### config.mk
export PLATFORM = sky130hd
export DESIGN_NAME = lics_line_ctrl
export DESIGN_NICKNAME = d
export VERILOG_FILES = /design/src/rtl/lics_pkg.sv /design/src/rtl/lics_line_ctrl.sv
export SDC_FILE = /design/constraint.sdc
export NUM_CORES = 1
export LEC_CHECK = 0
export BUFFER_PORTS_ARGS = -buffer_cell sky130_fd_sc_hd__buf_2
export CORE_ASPECT_RATIO = 1.1
export CORE_MARGIN = 2
export CORE_UTILIZATION = 50
export CTS_CLUSTER_SIZE = 12
export DETAILED_ROUTE_END_ITERATION = 8
export PLACE_DENSITY_LB_ADDON = 0.05
export SETUP_SLACK_MARGIN = 0.15
export SLEW_MARGIN = 20
export SYNTH_ARGS = -nofsm -noshare
export SYNTH_HDL_FRONTEND = slang
export SYNTH_SLANG_ARGS = --single-unit
### constraint.sdc
create_clock -name clk_i -period 5.7 [get_ports clk_i]
set_input_delay 1.425 -clock clk_i [delete_from_list [all_inputs] [get_ports clk_i]]
set_output_delay 1.425 -clock clk_i [all_outputs]
set_load 0.05 [all_outputs]
### src/rtl/lics_pkg.sv
// Functional notes
// RULE_01: Receive and transmit line modes are separate fields, chosen independently.
// RULE_02: In 6312kHz transmit mode the clock appears only on the payload clock.
// RULE_03: Jitter attenuator is enabled only when its side runs T1 or E1.
// RULE_04: Software picks receive termination by three bits; zero means external resistors.
// RULE_05: One gain-limit bit selects full or limited receive sensitivity.
// RULE_06: Receive clock output falls back to scaled master clock during signal loss.
// RULE_07: Jitter attenuator in receive path is flagged for a near 50% clock.
// RULE_08: Received level appears as a four-bit code in the information register.
// RULE_09: A receive mode accepts a square-wave sync clock on the receive input.
// RULE_10: A two-bit monitor field selects flat-gain settings of the receiver.
// RULE_11: Transmit waveform follows the four-bit mode field and build-out select.
// RULE_12: Transmit clock source is recovered, prescaled master, external, or PLL.
// RULE_13: Transmit pulse width is fixed, independent of the transmit clock duty.
// RULE_14: Fixed gain or automatic gain transmit drive is selectable.
// RULE_15: Current limiter stays on unless the limit-disable bit is set.
// RULE_16: Real-time current-limit flag plus latched copy that can raise interrupt.
// RULE_17: Real-time open-circuit flag plus latched copy that can raise interrupt.
// RULE_18: Power-down bit low disables driver and floats both transmit outputs.
// RULE_19: Rising insert bit arms one violation after three consecutive transmitted ones.
// RULE_20: Only one violation per rising edge; software clears and sets again.
// RULE_21: In E1 sync mode a square-wave clock goes out on the line.
// RULE_22: Latched bits set on rising condition, cleared by software; masked interrupt.
// RULE_23: Violation mark repeats the polarity of the previous mark.
package lics_pkg;
  localparam logic [7:0] ADR_LINE_CTRL_1 = 8'h30;
  localparam logic [7:0] ADR_TX_GAIN     = 8'h34;
  localparam logic [7:0] ADR_LINE_CTRL_2 = 8'h38;
  localparam logic [7:0] ADR_LINE_CTRL_3 = 8'h3C;
  localparam logic [7:0] ADR_LINE_CTRL_4 = 8'h40;
  localparam logic [7:0] ADR_MODE_CFG    = 8'h44;
  localparam logic [7:0] ADR_STATUS_ONE  = 8'h48;
  localparam logic [7:0] ADR_IRQ_MASK    = 8'h4C;
  localparam logic [7:0] ADR_INFO_ONE    = 8'h50;
  localparam logic [7:0] ADR_RT_STATUS   = 8'h54;

  localparam int LC1_PWR_N   = 0;
  localparam int LC1_JA_DIS  = 1;
  localparam int LC1_JA_32   = 2;
  localparam int LC1_JA_TX   = 3;
  localparam int LC1_GLIM    = 4;
  localparam int LC1_LBO_LO  = 5;
  localparam int TXG_AGC     = 6;
  localparam int LC2_SHORT_LIMIT_DISABLE    = 1;
  localparam int LC2_SRC_LO  = 2;
  localparam int LC2_BPV     = 5;
  localparam int SR_OPEN     = 1;
  localparam int SR_SHORT    = 2;
  localparam int INFO_LOS    = 4;
  localparam int MCR_RX_LO   = 4;

  localparam logic [3:0] MODE_T1   = 4'h0;
  localparam logic [3:0] MODE_E1   = 4'h1;
  localparam logic [3:0] MODE_CC   = 4'h2;
  localparam logic [3:0] MODE_6312 = 4'h3;
  localparam logic [3:0] MODE_SYNC = 4'h4;

  localparam logic [1:0] SRC_RECOV = 2'h0;
  localparam logic [1:0] SRC_MCLK  = 2'h1;
  localparam logic [1:0] SRC_TX_CLOCK_IN  = 2'h2;
  localparam logic [1:0] SRC_PLL   = 2'h3;

  localparam int CLK_NS       = 10;
  localparam int MCLK_HALF_NS = 244;
  localparam int TX_PULSE_NS  = 244;
  localparam logic [7:0] MCLK_HALF_CYC = 8'(MCLK_HALF_NS / CLK_NS);
  localparam logic [7:0] TX_PULSE_CYC  = 8'(TX_PULSE_NS / CLK_NS);
  localparam logic [1:0] BPV_RUN       = 2'h3;

  typedef enum logic [1:0] {
    BPV_IDLE  = 2'b01,
    BPV_ARMED = 2'b10
  } lics_bpv_e;

  typedef struct packed {
    logic [3:0] level;
    logic       los;
    logic       open_det;
    logic       short_det;
    logic       pll_clk;
    logic       tx_clock_in;
    logic       rclk;
    logic       rneg;
    logic       rpos;
  } lics_pins_s;

  typedef struct packed {
    logic [2:0] rx_term_sel;
    logic       rx_gain_limit;
    logic [1:0] monitor_gain_sel;
    logic [3:0] tx_waveform_mode;
    logic [2:0] line_buildout_sel;
    logic       agc_en;
    logic [5:0] gain_code;
    logic       current_limit_en;
    logic       ja_en;
    logic       ja_tx_side;
    logic       ja_depth_32;
    logic       ja_rx_path;
  } lics_cfg_s;

  typedef struct packed {
    lics_pins_s s1;
    lics_pins_s s2;
    logic [7:0] lc1;
    logic [7:0] txg;
    logic [7:0] lc2;
    logic [7:0] lc3;
    logic [7:0] lc4;
    logic [7:0] mcr;
    logic [2:1] sr;
    logic [2:1] imr;
    logic [2:1] rt_prev;
    logic       ack;
    logic [7:0] rdat;
    logic       irq;
    logic [7:0] div_cnt;
    logic       mclk_sc;
    logic       txclk_prev;
    logic [7:0] pulse_cnt;
    logic       last_pol;
    logic [1:0] ones;
    lics_bpv_e  bpv;
    logic       bpv_prev;
    logic       tx_pos;
    logic       tx_neg;
    logic       tx_oe_n;
    logic       take;
    logic       rx_clk;
    logic       pay_clk;
    lics_cfg_s  cfg;
  } lics_state_s;
endpackage

### src/rtl/lics_line_ctrl.sv
module lics_line_ctrl
  import lics_pkg::*;
(
  input  wire logic        clk_i,
  input  wire logic        rst_i,
  input  wire logic        ce_i,
  input  wire logic        wb_cyc_i,
  input  wire logic        wb_stb_i,
  input  wire logic        wb_we_i,
  input  wire logic [7:0]  wb_adr_i,
  input  wire logic [31:0] wb_dat_i,
  input  wire logic [3:0]  wb_sel_i,
  output logic      [31:0] wb_dat_o,
  output logic             wb_ack_o,
  input  wire logic        rx_line_pos_i,
  input  wire logic        rx_line_neg_i,
  input  wire logic        rx_clk_rec_i,
  input  wire logic        tx_clock_in_i,
  input  wire logic        tx_pll_clk_i,
  input  wire logic        short_det_i,
  input  wire logic        open_det_i,
  input  wire logic        rx_signal_lost_i,
  input  wire logic [3:0]  rx_level_code_i,
  input  wire logic        tx_data_i,
  output logic             tx_line_pos_o,
  output logic             tx_line_neg_o,
  output logic             tx_line_oe_n_o,
  output logic             tx_bit_taken_o,
  output logic             rx_clock_out_o,
  output logic             tx_payload_clock_out_o,
  output logic             irq_o,
  output lics_cfg_s        cfg_o
);

  lics_state_s st_r;
  lics_state_s st_nxt;
  lics_pins_s  pins;
  logic        req;
  logic        tx_sel;
  logic        tx_rise;
  logic        bpv_fire;
  logic        pol;
  logic [2:1]  rt;
  logic [2:1]  clr;
  logic [3:0]  txm;
  logic [3:0]  rxm;
  logic [3:0]  ja_mode;

  assign pins = '{level:     rx_level_code_i,
                  los:       rx_signal_lost_i,
                  open_det:  open_det_i,
                  short_det: short_det_i,
                  pll_clk:   tx_pll_clk_i,
                  tx_clock_in:      tx_clock_in_i,
                  rclk:      rx_clk_rec_i,
                  rneg:      rx_line_neg_i,
                  rpos:      rx_line_pos_i};

  always_comb begin
    st_nxt   = st_r;
    req      = wb_cyc_i & wb_stb_i;
    txm      = st_r.mcr[MCR_RX_LO-1:0];                          // RULE_01
    rxm      = st_r.mcr[MCR_RX_LO+3:MCR_RX_LO];                  // RULE_01
    ja_mode  = st_r.lc1[LC1_JA_TX] ? txm : rxm;
    rt       = {st_r.s2.short_det, st_r.s2.open_det};  // RULE_16 RULE_17
    clr      = '0;
    tx_sel   = 1'b0;
    tx_rise  = 1'b0;
    bpv_fire = 1'b0;
    pol      = 1'b0;
    if (ce_i) begin
      st_nxt.s1 = pins;
      st_nxt.s2 = st_r.s1;

      // Bus: ack follows a fresh request by one cycle, then drops
      st_nxt.ack = req & ~st_r.ack;
      if (req & ~st_r.ack) begin
        case (wb_adr_i)
          ADR_LINE_CTRL_1: st_nxt.rdat = st_r.lc1;
          ADR_TX_GAIN:     st_nxt.rdat = st_r.txg;
          ADR_LINE_CTRL_2: st_nxt.rdat = st_r.lc2;
          ADR_LINE_CTRL_3: st_nxt.rdat = st_r.lc3;
          ADR_LINE_CTRL_4: st_nxt.rdat = st_r.lc4;
          ADR_MODE_CFG:    st_nxt.rdat = st_r.mcr;
          ADR_STATUS_ONE:  st_nxt.rdat = {5'h00, st_r.sr, 1'b0};
          ADR_IRQ_MASK:    st_nxt.rdat = {5'h00, st_r.imr, 1'b0};
          ADR_INFO_ONE:
            st_nxt.rdat = {3'h0, st_r.s2.los, st_r.s2.level};     // RULE_08
          ADR_RT_STATUS:   st_nxt.rdat = {5'h00, rt, 1'b0};      // RULE_16
          default:         st_nxt.rdat = 8'h00;
        endcase
      end
      // Writes commit on the edge where the master sees ack
      if (req & st_r.ack & wb_we_i & wb_sel_i[0]) begin
        case (wb_adr_i)
          ADR_LINE_CTRL_1: st_nxt.lc1 = wb_dat_i[7:0];
          ADR_TX_GAIN:     st_nxt.txg = {1'b0, wb_dat_i[6:0]};
          ADR_LINE_CTRL_2: st_nxt.lc2 = wb_dat_i[7:0];
          ADR_LINE_CTRL_3: st_nxt.lc3 = {6'h00, wb_dat_i[1:0]};
          ADR_LINE_CTRL_4: st_nxt.lc4 = {5'h00, wb_dat_i[2:0]};   // RULE_04
          ADR_MODE_CFG:    st_nxt.mcr = wb_dat_i[7:0];
          ADR_STATUS_ONE:  clr = wb_dat_i[SR_SHORT:SR_OPEN];
          ADR_IRQ_MASK:    st_nxt.imr = wb_dat_i[SR_SHORT:SR_OPEN];
          default: ;
        endcase
      end

      // Sticky flags: a new event beats a same-cycle clear
      st_nxt.rt_prev = rt;                                       // RULE_17
      st_nxt.sr = (st_r.sr & ~clr) | (rt & ~st_r.rt_prev);       // RULE_22
      st_nxt.irq = |(st_r.sr & st_r.imr);                         // RULE_22

      // Scaled master clock
      if (st_r.div_cnt == MCLK_HALF_CYC - 8'h01) begin
        st_nxt.div_cnt = 8'h00;
        st_nxt.mclk_sc = ~st_r.mclk_sc;
      end else begin
        st_nxt.div_cnt = st_r.div_cnt + 8'h01;
      end

      // Receive clock: scaled master clock during loss, else square-wave sync input or recovered clock
      if (st_r.s2.los) begin
        st_nxt.rx_clk = st_r.mclk_sc;                            // RULE_06
      end else if (rxm == MODE_SYNC) begin
        st_nxt.rx_clk = st_r.s2.rpos;                            // RULE_09
      end else begin
        st_nxt.rx_clk = st_r.s2.rclk;
      end

      case (st_r.lc2[LC2_SRC_LO+1:LC2_SRC_LO])                   // RULE_12
        SRC_RECOV: tx_sel = st_r.rx_clk;
        SRC_MCLK:  tx_sel = st_r.mclk_sc;
        SRC_TX_CLOCK_IN:  tx_sel = st_r.s2.tx_clock_in;
        SRC_PLL:   tx_sel = st_r.s2.pll_clk;
        default:   tx_sel = 1'b0;
      endcase
      tx_rise = tx_sel & ~st_r.txclk_prev;
      st_nxt.txclk_prev = tx_sel;
      st_nxt.pay_clk = tx_sel;                                   // RULE_02
      st_nxt.take = tx_rise;

      // Violation request arms once per rising edge of the bit
      st_nxt.bpv_prev = st_r.lc2[LC2_BPV];
      if (st_r.lc2[LC2_BPV] & ~st_r.bpv_prev) begin
        st_nxt.bpv = BPV_ARMED;                                  // RULE_19
      end

      // Fixed-width AMI pulses from the transmit clock edge
      if (st_r.pulse_cnt != 8'h00) begin
        st_nxt.pulse_cnt = st_r.pulse_cnt - 8'h01;
        if (st_r.pulse_cnt == 8'h01) begin
          st_nxt.tx_pos = 1'b0;                                  // RULE_13
          st_nxt.tx_neg = 1'b0;
        end
      end
      if (tx_rise) begin
        if (tx_data_i) begin
          case (st_r.bpv)
            BPV_ARMED: bpv_fire = (st_r.ones == BPV_RUN);        // RULE_19
            BPV_IDLE:  bpv_fire = 1'b0;
            default:   bpv_fire = 1'b0;
          endcase
          pol = bpv_fire ? st_r.last_pol : ~st_r.last_pol;       // RULE_23
          st_nxt.last_pol  = pol;
          st_nxt.tx_pos    = pol;
          st_nxt.tx_neg    = ~pol;
          st_nxt.pulse_cnt = TX_PULSE_CYC;                       // RULE_13
          if (st_r.ones != BPV_RUN) begin
            st_nxt.ones = st_r.ones + 2'h1;
          end
          if (bpv_fire) begin
            st_nxt.bpv = BPV_IDLE;                               // RULE_20
          end
        end else begin
          st_nxt.ones = 2'h0;
        end
      end

      st_nxt.tx_oe_n = 1'b0;
      if (txm == MODE_SYNC) begin
        st_nxt.tx_pos = tx_sel;                                  // RULE_21
        st_nxt.tx_neg = ~tx_sel;
      end
      if (txm == MODE_6312 || !st_r.lc1[LC1_PWR_N]) begin
        st_nxt.tx_pos  = 1'b0;                                   // RULE_02
        st_nxt.tx_neg  = 1'b0;
        st_nxt.tx_oe_n = 1'b1;                                   // RULE_18
        st_nxt.pulse_cnt = 8'h00;
      end

      st_nxt.cfg.rx_term_sel      = st_r.lc4[2:0];               // RULE_04
      st_nxt.cfg.rx_gain_limit    = st_r.lc1[LC1_GLIM];          // RULE_05
      st_nxt.cfg.monitor_gain_sel = st_r.lc3[1:0];               // RULE_10
      st_nxt.cfg.tx_waveform_mode = txm;                         // RULE_11
      st_nxt.cfg.line_buildout_sel = st_r.lc1[LC1_LBO_LO+2:LC1_LBO_LO];
      st_nxt.cfg.agc_en           = st_r.txg[TXG_AGC];           // RULE_14
      st_nxt.cfg.gain_code        = st_r.txg[5:0];               // RULE_14
      st_nxt.cfg.current_limit_en = ~st_r.lc2[LC2_SHORT_LIMIT_DISABLE];         // RULE_15
      st_nxt.cfg.ja_en = ~st_r.lc1[LC1_JA_DIS] &
                         (ja_mode == MODE_T1 || ja_mode == MODE_E1); // RULE_03
      st_nxt.cfg.ja_tx_side  = st_r.lc1[LC1_JA_TX];
      st_nxt.cfg.ja_depth_32 = st_r.lc1[LC1_JA_32];
      st_nxt.cfg.ja_rx_path  = st_r.cfg.ja_en & ~st_r.cfg.ja_tx_side; // RULE_07
    end
  end

  always_ff @(posedge clk_i) begin
    if (rst_i) begin
      st_r         <= '0;
      st_r.bpv     <= BPV_IDLE;
      st_r.tx_oe_n <= 1'b1;
      st_r.cfg.current_limit_en <= 1'b1;
    end else begin
      st_r <= st_nxt;
    end
  end

  assign wb_dat_o               = {24'h000000, st_r.rdat};
  assign wb_ack_o               = st_r.ack;
  assign tx_line_pos_o          = st_r.tx_pos;
  assign tx_line_neg_o          = st_r.tx_neg;
  assign tx_line_oe_n_o         = st_r.tx_oe_n;
  assign tx_bit_taken_o         = st_r.take;
  assign rx_clock_out_o         = st_r.rx_clk;
  assign tx_payload_clock_out_o = st_r.pay_clk;
  assign irq_o                  = st_r.irq;
  assign cfg_o                  = st_r.cfg;
endmodule

==> qor.csv, run 1 <==
stage;metric;value;unit
outcome;outcome;complete, no violations;
flow_run;drv_cap;0;
worst_setup_path;required;5980;ps
floorplanning;die_area;13400;um2
worst_setup_path;crit_fanout;16;
clock_tree;cts_tree;built;
worst_setup_path;crit_type;primary input to flop;
synthesis;yosysWarnings;0;
layout;syn_to_final_growth;11.1;%
synthesis;synth_edf_count;0;
sta;final_max_slew_viol_count;0;
worst_setup_path;crit_buf_inv;1;
layout;nFillCells;1106;
power;clockPowerShare;49.9;%
sta;fin_setup_tns;0;ps
layout;finalNetCount;773;
min_path;min_to;wb_dat_o[6];
synthesis;yosysTopAreaCell;dfxtp_1;
clock_tree;numCtsBuffers;17;
drt;routedWlPerCell;17.4;um
power;combinationalPowerShare;7.4;%
drt;wl;15.1;mm
synthesis;syn_inst;677;
clock_tree;cts_resized;0;
global_route;grt_pass1_wl;23.9;mm
worst_setup_path;worstSetupEndpointType;flop;
sta;skew;9.53;ps
power;switching_share;23.9;%
drt;ant_nets;0;
floorplanning;die_h;121;um
synthesis;yosys_most_used_dff;dfxtp_1;
global_route;grt_pass1_vias;4450;
placed_design;gp_congestion;0.896;
global_route;antenna_found_initial;0;
synthesis;synth_most_common_cell;dfxtp_1;
drt;drt_first_pass_iters;7;
drt;drc;0;
synthesis;ys_types;66;
placed_design;io_buffer_count;75;
sta;finalCriticalPeriod;3200;ps
power;p_int;1640;uW
drt;dr.first_iter.drc_count;304;
synthesis;async_reset_ff_share;0;%
sta;rsz0062_at_grt;no;
floorplanning;rows;42;
worst_setup_path;crit_path_max_incr_delay;900;ps
floorplanning;coreArea;12100;um2
synthesis;synth_top_area_share;41.1;%
power;p_leak;0.00274;uW
power;p_seq_share;42.6;%
worst_setup_path;crit_arrival;3480;ps
worst_setup_path;r2r_cells;4;
sta;worst_pin_slew;1060;ps
drt;via_per_inst;5.50;
worst_setup_path;slowest_stage;nor4_4;
power;p_sw;515;uW
floorplanning;start_util;51.6;%
power;irDropWorstVdd;0.195;mV
placed_design;hpwlAfterDp;10.6;mm
power;power.density;311;nW/um2
min_path;hold_depth;2;
floorplanning;die_w;110;um
synthesis;synth_area_leaders;dfxtp_1, mux2i_1, nor2_1;
worst_setup_path;path_delay_family;simple AND/OR/NAND/NOR gates;
global_route;grt_max_degree;75;
sta;fmaxAchievable;312;MHz
sta;max_slew_margin;29.3;%
worst_setup_path;critPathLaunchType;primary input;
min_path;holdCritStartpoint;wb_dat_o[6];
sta;worst_slack;2500;ps
sta;setup_viol;0;
clock_tree;htreeDepth;4;
clock_tree;path_clk_slew;60;ps
global_route;track_usage;22.9;%
clock_tree;cts_sinks;128;
global_route;grt-ovfl-total;0;
clock_tree;insertion_delay;410;ps
floorplanning;io_pins;128;
sta;finalHoldViolations;0;
worst_setup_path;rr_endpoint;st_r[112];
clock_tree;cts_hold_buf;0;
synthesis;synth_common_cells;dfxtp_1, nor2_1, mux2i_1;
sta;period_share;56.2;%
worst_setup_path;reg2reg_from;wb_ack_o;
synthesis;synthesis.area;6240;um2
power;p_total;2150;uW
drt;vias;4793;
min_path;hp-class;flop to flop;
clock_tree;clk_root_buffer_cell;clkbuf_16;
synthesis;synth_seq_area_share;41.1;%
synthesis;ys_seq_elements;128;
clock_tree;cts_setup_buffers;0;
worst_setup_path;r2r_slack;3360;ps
layout;drive_gt1_share;16.7;%
synthesis;syn_area_per_cell;9.21;um2
clock_tree;clockBufferDepth;2;
placed_design;pre_cts_ws;2100;ps
layout;antennaDiodeCount;0;
worst_setup_path;crit_chain;buf_2, nand4bb_1, nor4_4, mux2i_1, nor2_1;
==> layout make-up <==
cell class	instances	area (um2)	share of cell area, %
timing repair buffer	77	395	5.71
multi-input combinational	465	3130	45.1
clock inverter	8	105	1.52
tap	154	193	2.78
clock buffer	23	488	7.04
sequential	128	2560	37.0
inverter	16	60.1	0.867
==> power groups by stage <==
stage	Sequential, uW	Clock [uW]	Combinational [uW]
after floorplan	939	0	130
after global placement	937	0	157
after detailed placement	938	0	159
after CTS	918	1090	159
after global routing	919	1140	171
final	918	1080	160
==> state kept, by name (all words and copies together), names as in the netlist <==
name	count
tx_line_neg_o	1
irq_o	1
st_r	81
tx_bit_taken_o	1
rx_clock_out_o	1
wb_ack_o	1
cfg_o	25
tx_line_pos_o	1
rt	2
rxm	4
tx_line_oe_n_o	1
tx_payload_clock_out_o	1
wb_dat_o	8
==> placed cells by master, fill, tap and decap left out, types with 8 or more instances in the layout <==
cell and count:
dfxtp_1 128, nor2_1 117, mux2i_1 94, buf_2 73, nand2_1 29, conb_1 24
a21oi_1 17, clkbuf_16 17, inv_1 16, nand3b_1 16, nor3_1 13, a211oi_1 12
o211ai_1 9, o21ai_0 8, nand3_1 8, xnor2_1 8
==> per-stage QoR <==
step | utilization (%) | area [um2] | cells | hold WS (ps)
global route | 57.3 | 6930 | 871 | 468
finish | 57.3 | 6930 | 871 | 451
global placement | 52.4 | 6340 | 840 | 442
floorplan | - | 6320 | 700 | 430
CTS | 57.3 | 6930 | 871 | 453
detailed placement | 52.4 | 6340 | 840 | 445
==> per-layer routing <==
metal | share of wire (%) | GRT usage (%)
met2 | 47 | 36.5
met3 | 3.4 | 4.50
met5 | 0 | 0
met4 | 1.1 | 8.91
met1 | 48 | 30.8
==> worst max path at each step <==
stage                     slack (ps)  depth (start not counted)   startpoint        end
after floorplan                 2580                          6  wb_adr_i[3]     rxm[0]
after global placement          2080                          5  wb_adr_i[4]   st_r[99]
after detailed placement        2100                          5  wb_adr_i[4]  st_r[102]
after CTS                       2530                          5  wb_adr_i[4]  st_r[102]
after global routing            2390                          5         ce_i      irq_o
final                           2500                          5  wb_adr_i[4]  st_r[102]
==> cell families (layout without fill, tap and decap cells) <==
family | Yosys count | after routing | share of synthesized area (%)
mux | 97 | 97 | 15.8
other cells | 1 | 24 | 0.0601
fa+ha+maj | 5 | 5 | 1.00
xor+xnor | 12 | 12 | 1.69
buf+inv | 107 | 124 | 10.2
flops | 128 | 128 | 41.1
simple gates | 244 | 244 | 20.9
compound gates | 83 | 83 | 9.31
==> worst register-to-register path, cell delays in order, from the launching register on <==
cell and delay (ps):
dfxtp_1 490, nand3_1 490, nor4_4 910, mux2i_1 270
nor2_1 50
(Power assumes the default switching activity.)
==> inputs of run 2 (changes only) <==
--- a/config.mk
+++ b/config.mk
@@ -5,6 +5,7 @@
 export SDC_FILE = /design/constraint.sdc
 export NUM_CORES = 1
 export LEC_CHECK = 0
+export ABC_AREA = 1
 export BUFFER_PORTS_ARGS = -buffer_cell sky130_fd_sc_hd__buf_2
 export CORE_ASPECT_RATIO = 1.1
 export CORE_MARGIN = 2
==> constraint.sdc (replaced) <==
create_clock -name clk_i -period 3.2 [get_ports clk_i]
set_input_delay 0.8 -clock clk_i [delete_from_list [all_inputs] [get_ports clk_i]]
set_output_delay 0.8 -clock clk_i [all_outputs]
set_load 0.05 [all_outputs]
==> run 2 against run 1 <==
  * Sequential power up 82%
  * Power up 95%
  * Setup slack worse by 1500 ps
  * Combinational power up 130%
  * Non-clock buffer count up 3
  * Critical path type unchanged
  * Final area down 2.7%
  * Routed wire length down 5.1%
  * Register-to-register slack worse by 1900 ps
  * Hold slack better by 7.0 ps
  * Critical endpoint is now st_r[114]
  * Clock skew down 4.6 ps
==> qor.csv, run 2 <==
stage;metric;value;unit
power;power.density;624;nW/um2
drt;dr.first_iter.drc_count;281;
placed_design;gp_congestion;0.913;
floorplanning;coreArea;11500;um2
flow_run;drv_cap;0;
drt;via_per_inst;5.08;
placed_design;hpwlAfterDp;10.2;mm
sta;rsz0062_at_grt;no;
synthesis;synth_area_leaders;dfxtp_1, nor2_1, buf_4;
layout;final_core_util;58.4;%
sta;fin_setup_tns;0;ps
placed_design;io_buffer_count;75;
drt;vias;5178;
clock_tree;numCtsBuffers;17;
power;irDropWorstVdd;0.364;mV
layout;final_cell_mix;nor2_1, dfxtp_1, nand2_1, o21ai_0, buf_2;
drt;drc;0;
worst_setup_path;crit_path_max_incr_delay;340;ps
floorplanning;die_w;108;um
clock_tree;insertion_delay;400;ps
drt;ant_nets;0;
synthesis;yosysWarnings;0;
power;p_int;3210;uW
power;clockPowerShare;51.7;%
synthesis;async_reset_ff_share;0;%
synthesis;synthesis.area;5930;um2
clock_tree;path_clk_slew;50;ps
floorplanning;start_util;51.4;%
worst_setup_path;crit_chain;buf_2, inv_2, nor2_4, nand2_1, inv_1, nor2_1, nor2_1;
power;p_seq_share;39.6;%
power;p_leak;0.00297;uW
synthesis;syn_inst;821;
clock_tree;clockBufferDepth;2;
global_route;grt_pass1_wl;23.0;mm
min_path;hp-class;flop to flop;
power;switching_share;23.6;%
synthesis;synth_seq_area_share;43.2;%
floorplanning;io_pins;128;
layout;finalNetCount;924;
clock_tree;cts_resized;0;
floorplanning;rows;41;
layout;mostFrequentLayoutCell;nor2_1;
sta;finalCriticalPeriod;2170;ps
global_route;antenna_found_initial;0;
floorplanning;die_h;118;um
global_route;grt_pass1_vias;4755;
clock_tree;cts_tree;built;
drt;routedWlPerCell;14.1;um
clock_tree;clk_root_buffer_cell;clkbuf_16;
worst_setup_path;critPathLaunchType;primary input;
worst_setup_path;crit_fanout;20;
sta;final_max_slew_viol_count;0;
layout;largest_reg_flops;81;
clock_tree;cts_setup_buffers;0;
drt;wl;14.4;mm
worst_setup_path;required;3530;ps
global_route;grt_max_degree;76;
clock_tree;cts_hold_buf;0;
global_route;grt-ovfl-total;0;
clock_tree;cts_sinks;128;
layout;drive_gt1_share;16.6;%
sta;skew;4.88;ps
power;p_sw;993;uW
synthesis;yosys_most_used_dff;dfxtp_1;
synthesis;synth_top_area_share;43.2;%
sta;finalHoldViolations;0;
synthesis;ys_seq_elements;128;
synthesis;synth_edf_count;0;
outcome;outcome;complete, no violations;
worst_setup_path;slowest_stage;nor2_4;
synthesis;ys_types;39;
layout;syn_to_final_growth;13.6;%
sta;period_share;67.7;%
worst_setup_path;crit_type;primary input to flop;
clock_tree;htreeDepth;4;
sta;fmaxAchievable;461;MHz
min_path;hold_depth;2;
synthesis;syn_area_per_cell;7.23;um2
synthesis;synth_most_common_cell;nor2_1;
power;combinationalPowerShare;8.7;%
power;p_total;4210;uW
worst_setup_path;crit_arrival;2500;ps
worst_setup_path;r2r_cells;6;
synthesis;synth_common_cells;nor2_1, dfxtp_1, nand2_1;
layout;antennaDiodeCount;0;
worst_setup_path;crit_top_cell;nor2_1;
global_route;track_usage;22.8;%
synthesis;yosysTopAreaCell;dfxtp_1;
sta;setup_viol;0;
worst_setup_path;worstSetupEndpointType;flop;
layout;top_register;st_r;
floorplanning;die_area;12800;um2
drt;drt_first_pass_iters;5;
==> run 2: cell type report <==
class                      instances  area, um2
clock buffer                      23        498
clock inverter                     9        176
fill                            1142       4800
inverter                          72        270
multi-input combinational        557       2610
sequential                       128       2560
tap                              150        188
timing repair buffer              80        438
==> run 2: power groups by stage <==
stage | logic, uW | clock network [uW] | registers (uW)
after detailed placement | 366 | 0 | 1700
after global placement | 362 | 0 | 1700
final | 367 | 2170 | 1670
after CTS | 369 | 2200 | 1670
after floorplan | 315 | 0 | 1700
after global routing | 403 | 2270 | 1670
==> run 2: per-layer routing <==
metal / GRT usage (%) / routed length (um) / share of wire (%) / vias up
met4: 7.21 / 187 / 1.3 / 0
met1: 31.6 / 6720 / 47 / 2370
met2: 35.7 / 6710 / 47 / 139
met5: 0 / 0 / 0 / -
met3: 4.47 / 745 / 5.2 / 13
li1: - / - / - / 2656
==> run 2: worst max-delay path, delay by kind of cell <==
kind                   cells  cell delay [ps]
AND/OR/NAND/NOR            4              860
buffers and inverters      3              830
==> run 2: through the flow <==
step / hold slack, ps / setup slack [ps] / instances / cell area [um2]
after CTS: 460 / 1070 / 1019 / 6740
after detailed placement: 452 / 664 / 987 / 6070
final: 458 / 1030 / 1019 / 6740
after floorplan: 429 / 1390 / 844 / 6020
after global placement: 445 / 714 / 987 / 6070
after global routing: 483 / 845 / 1019 / 6740
==> run 2: path summary, 6_finish.rpt <==
kind / from / to / slack, ps
max: ce_i / st_r[114] / 1030
min: st_r[119] / st_r[119] / 460
max reg2reg: wb_ack_o / st_r[114] / 1460
min reg2reg: st_r[119] / st_r[119] / 460
==> run 2: cells by family (layout without fill, tap and decap cells) <==
group | count (synthesis) | in the layout | synth area share (%)
AO/OA/AOI/OAI | 178 | 178 | 15.6
XOR/XNOR | 4 | 4 | 0.590
adder cells (fa/ha/maj) | 5 | 5 | 1.05
buffers and inverters | 159 | 184 | 14.3
flip-flops | 128 | 128 | 43.2
other | 1 | 24 | 0.0632
AND/OR/NAND/NOR | 346 | 346 | 25.3
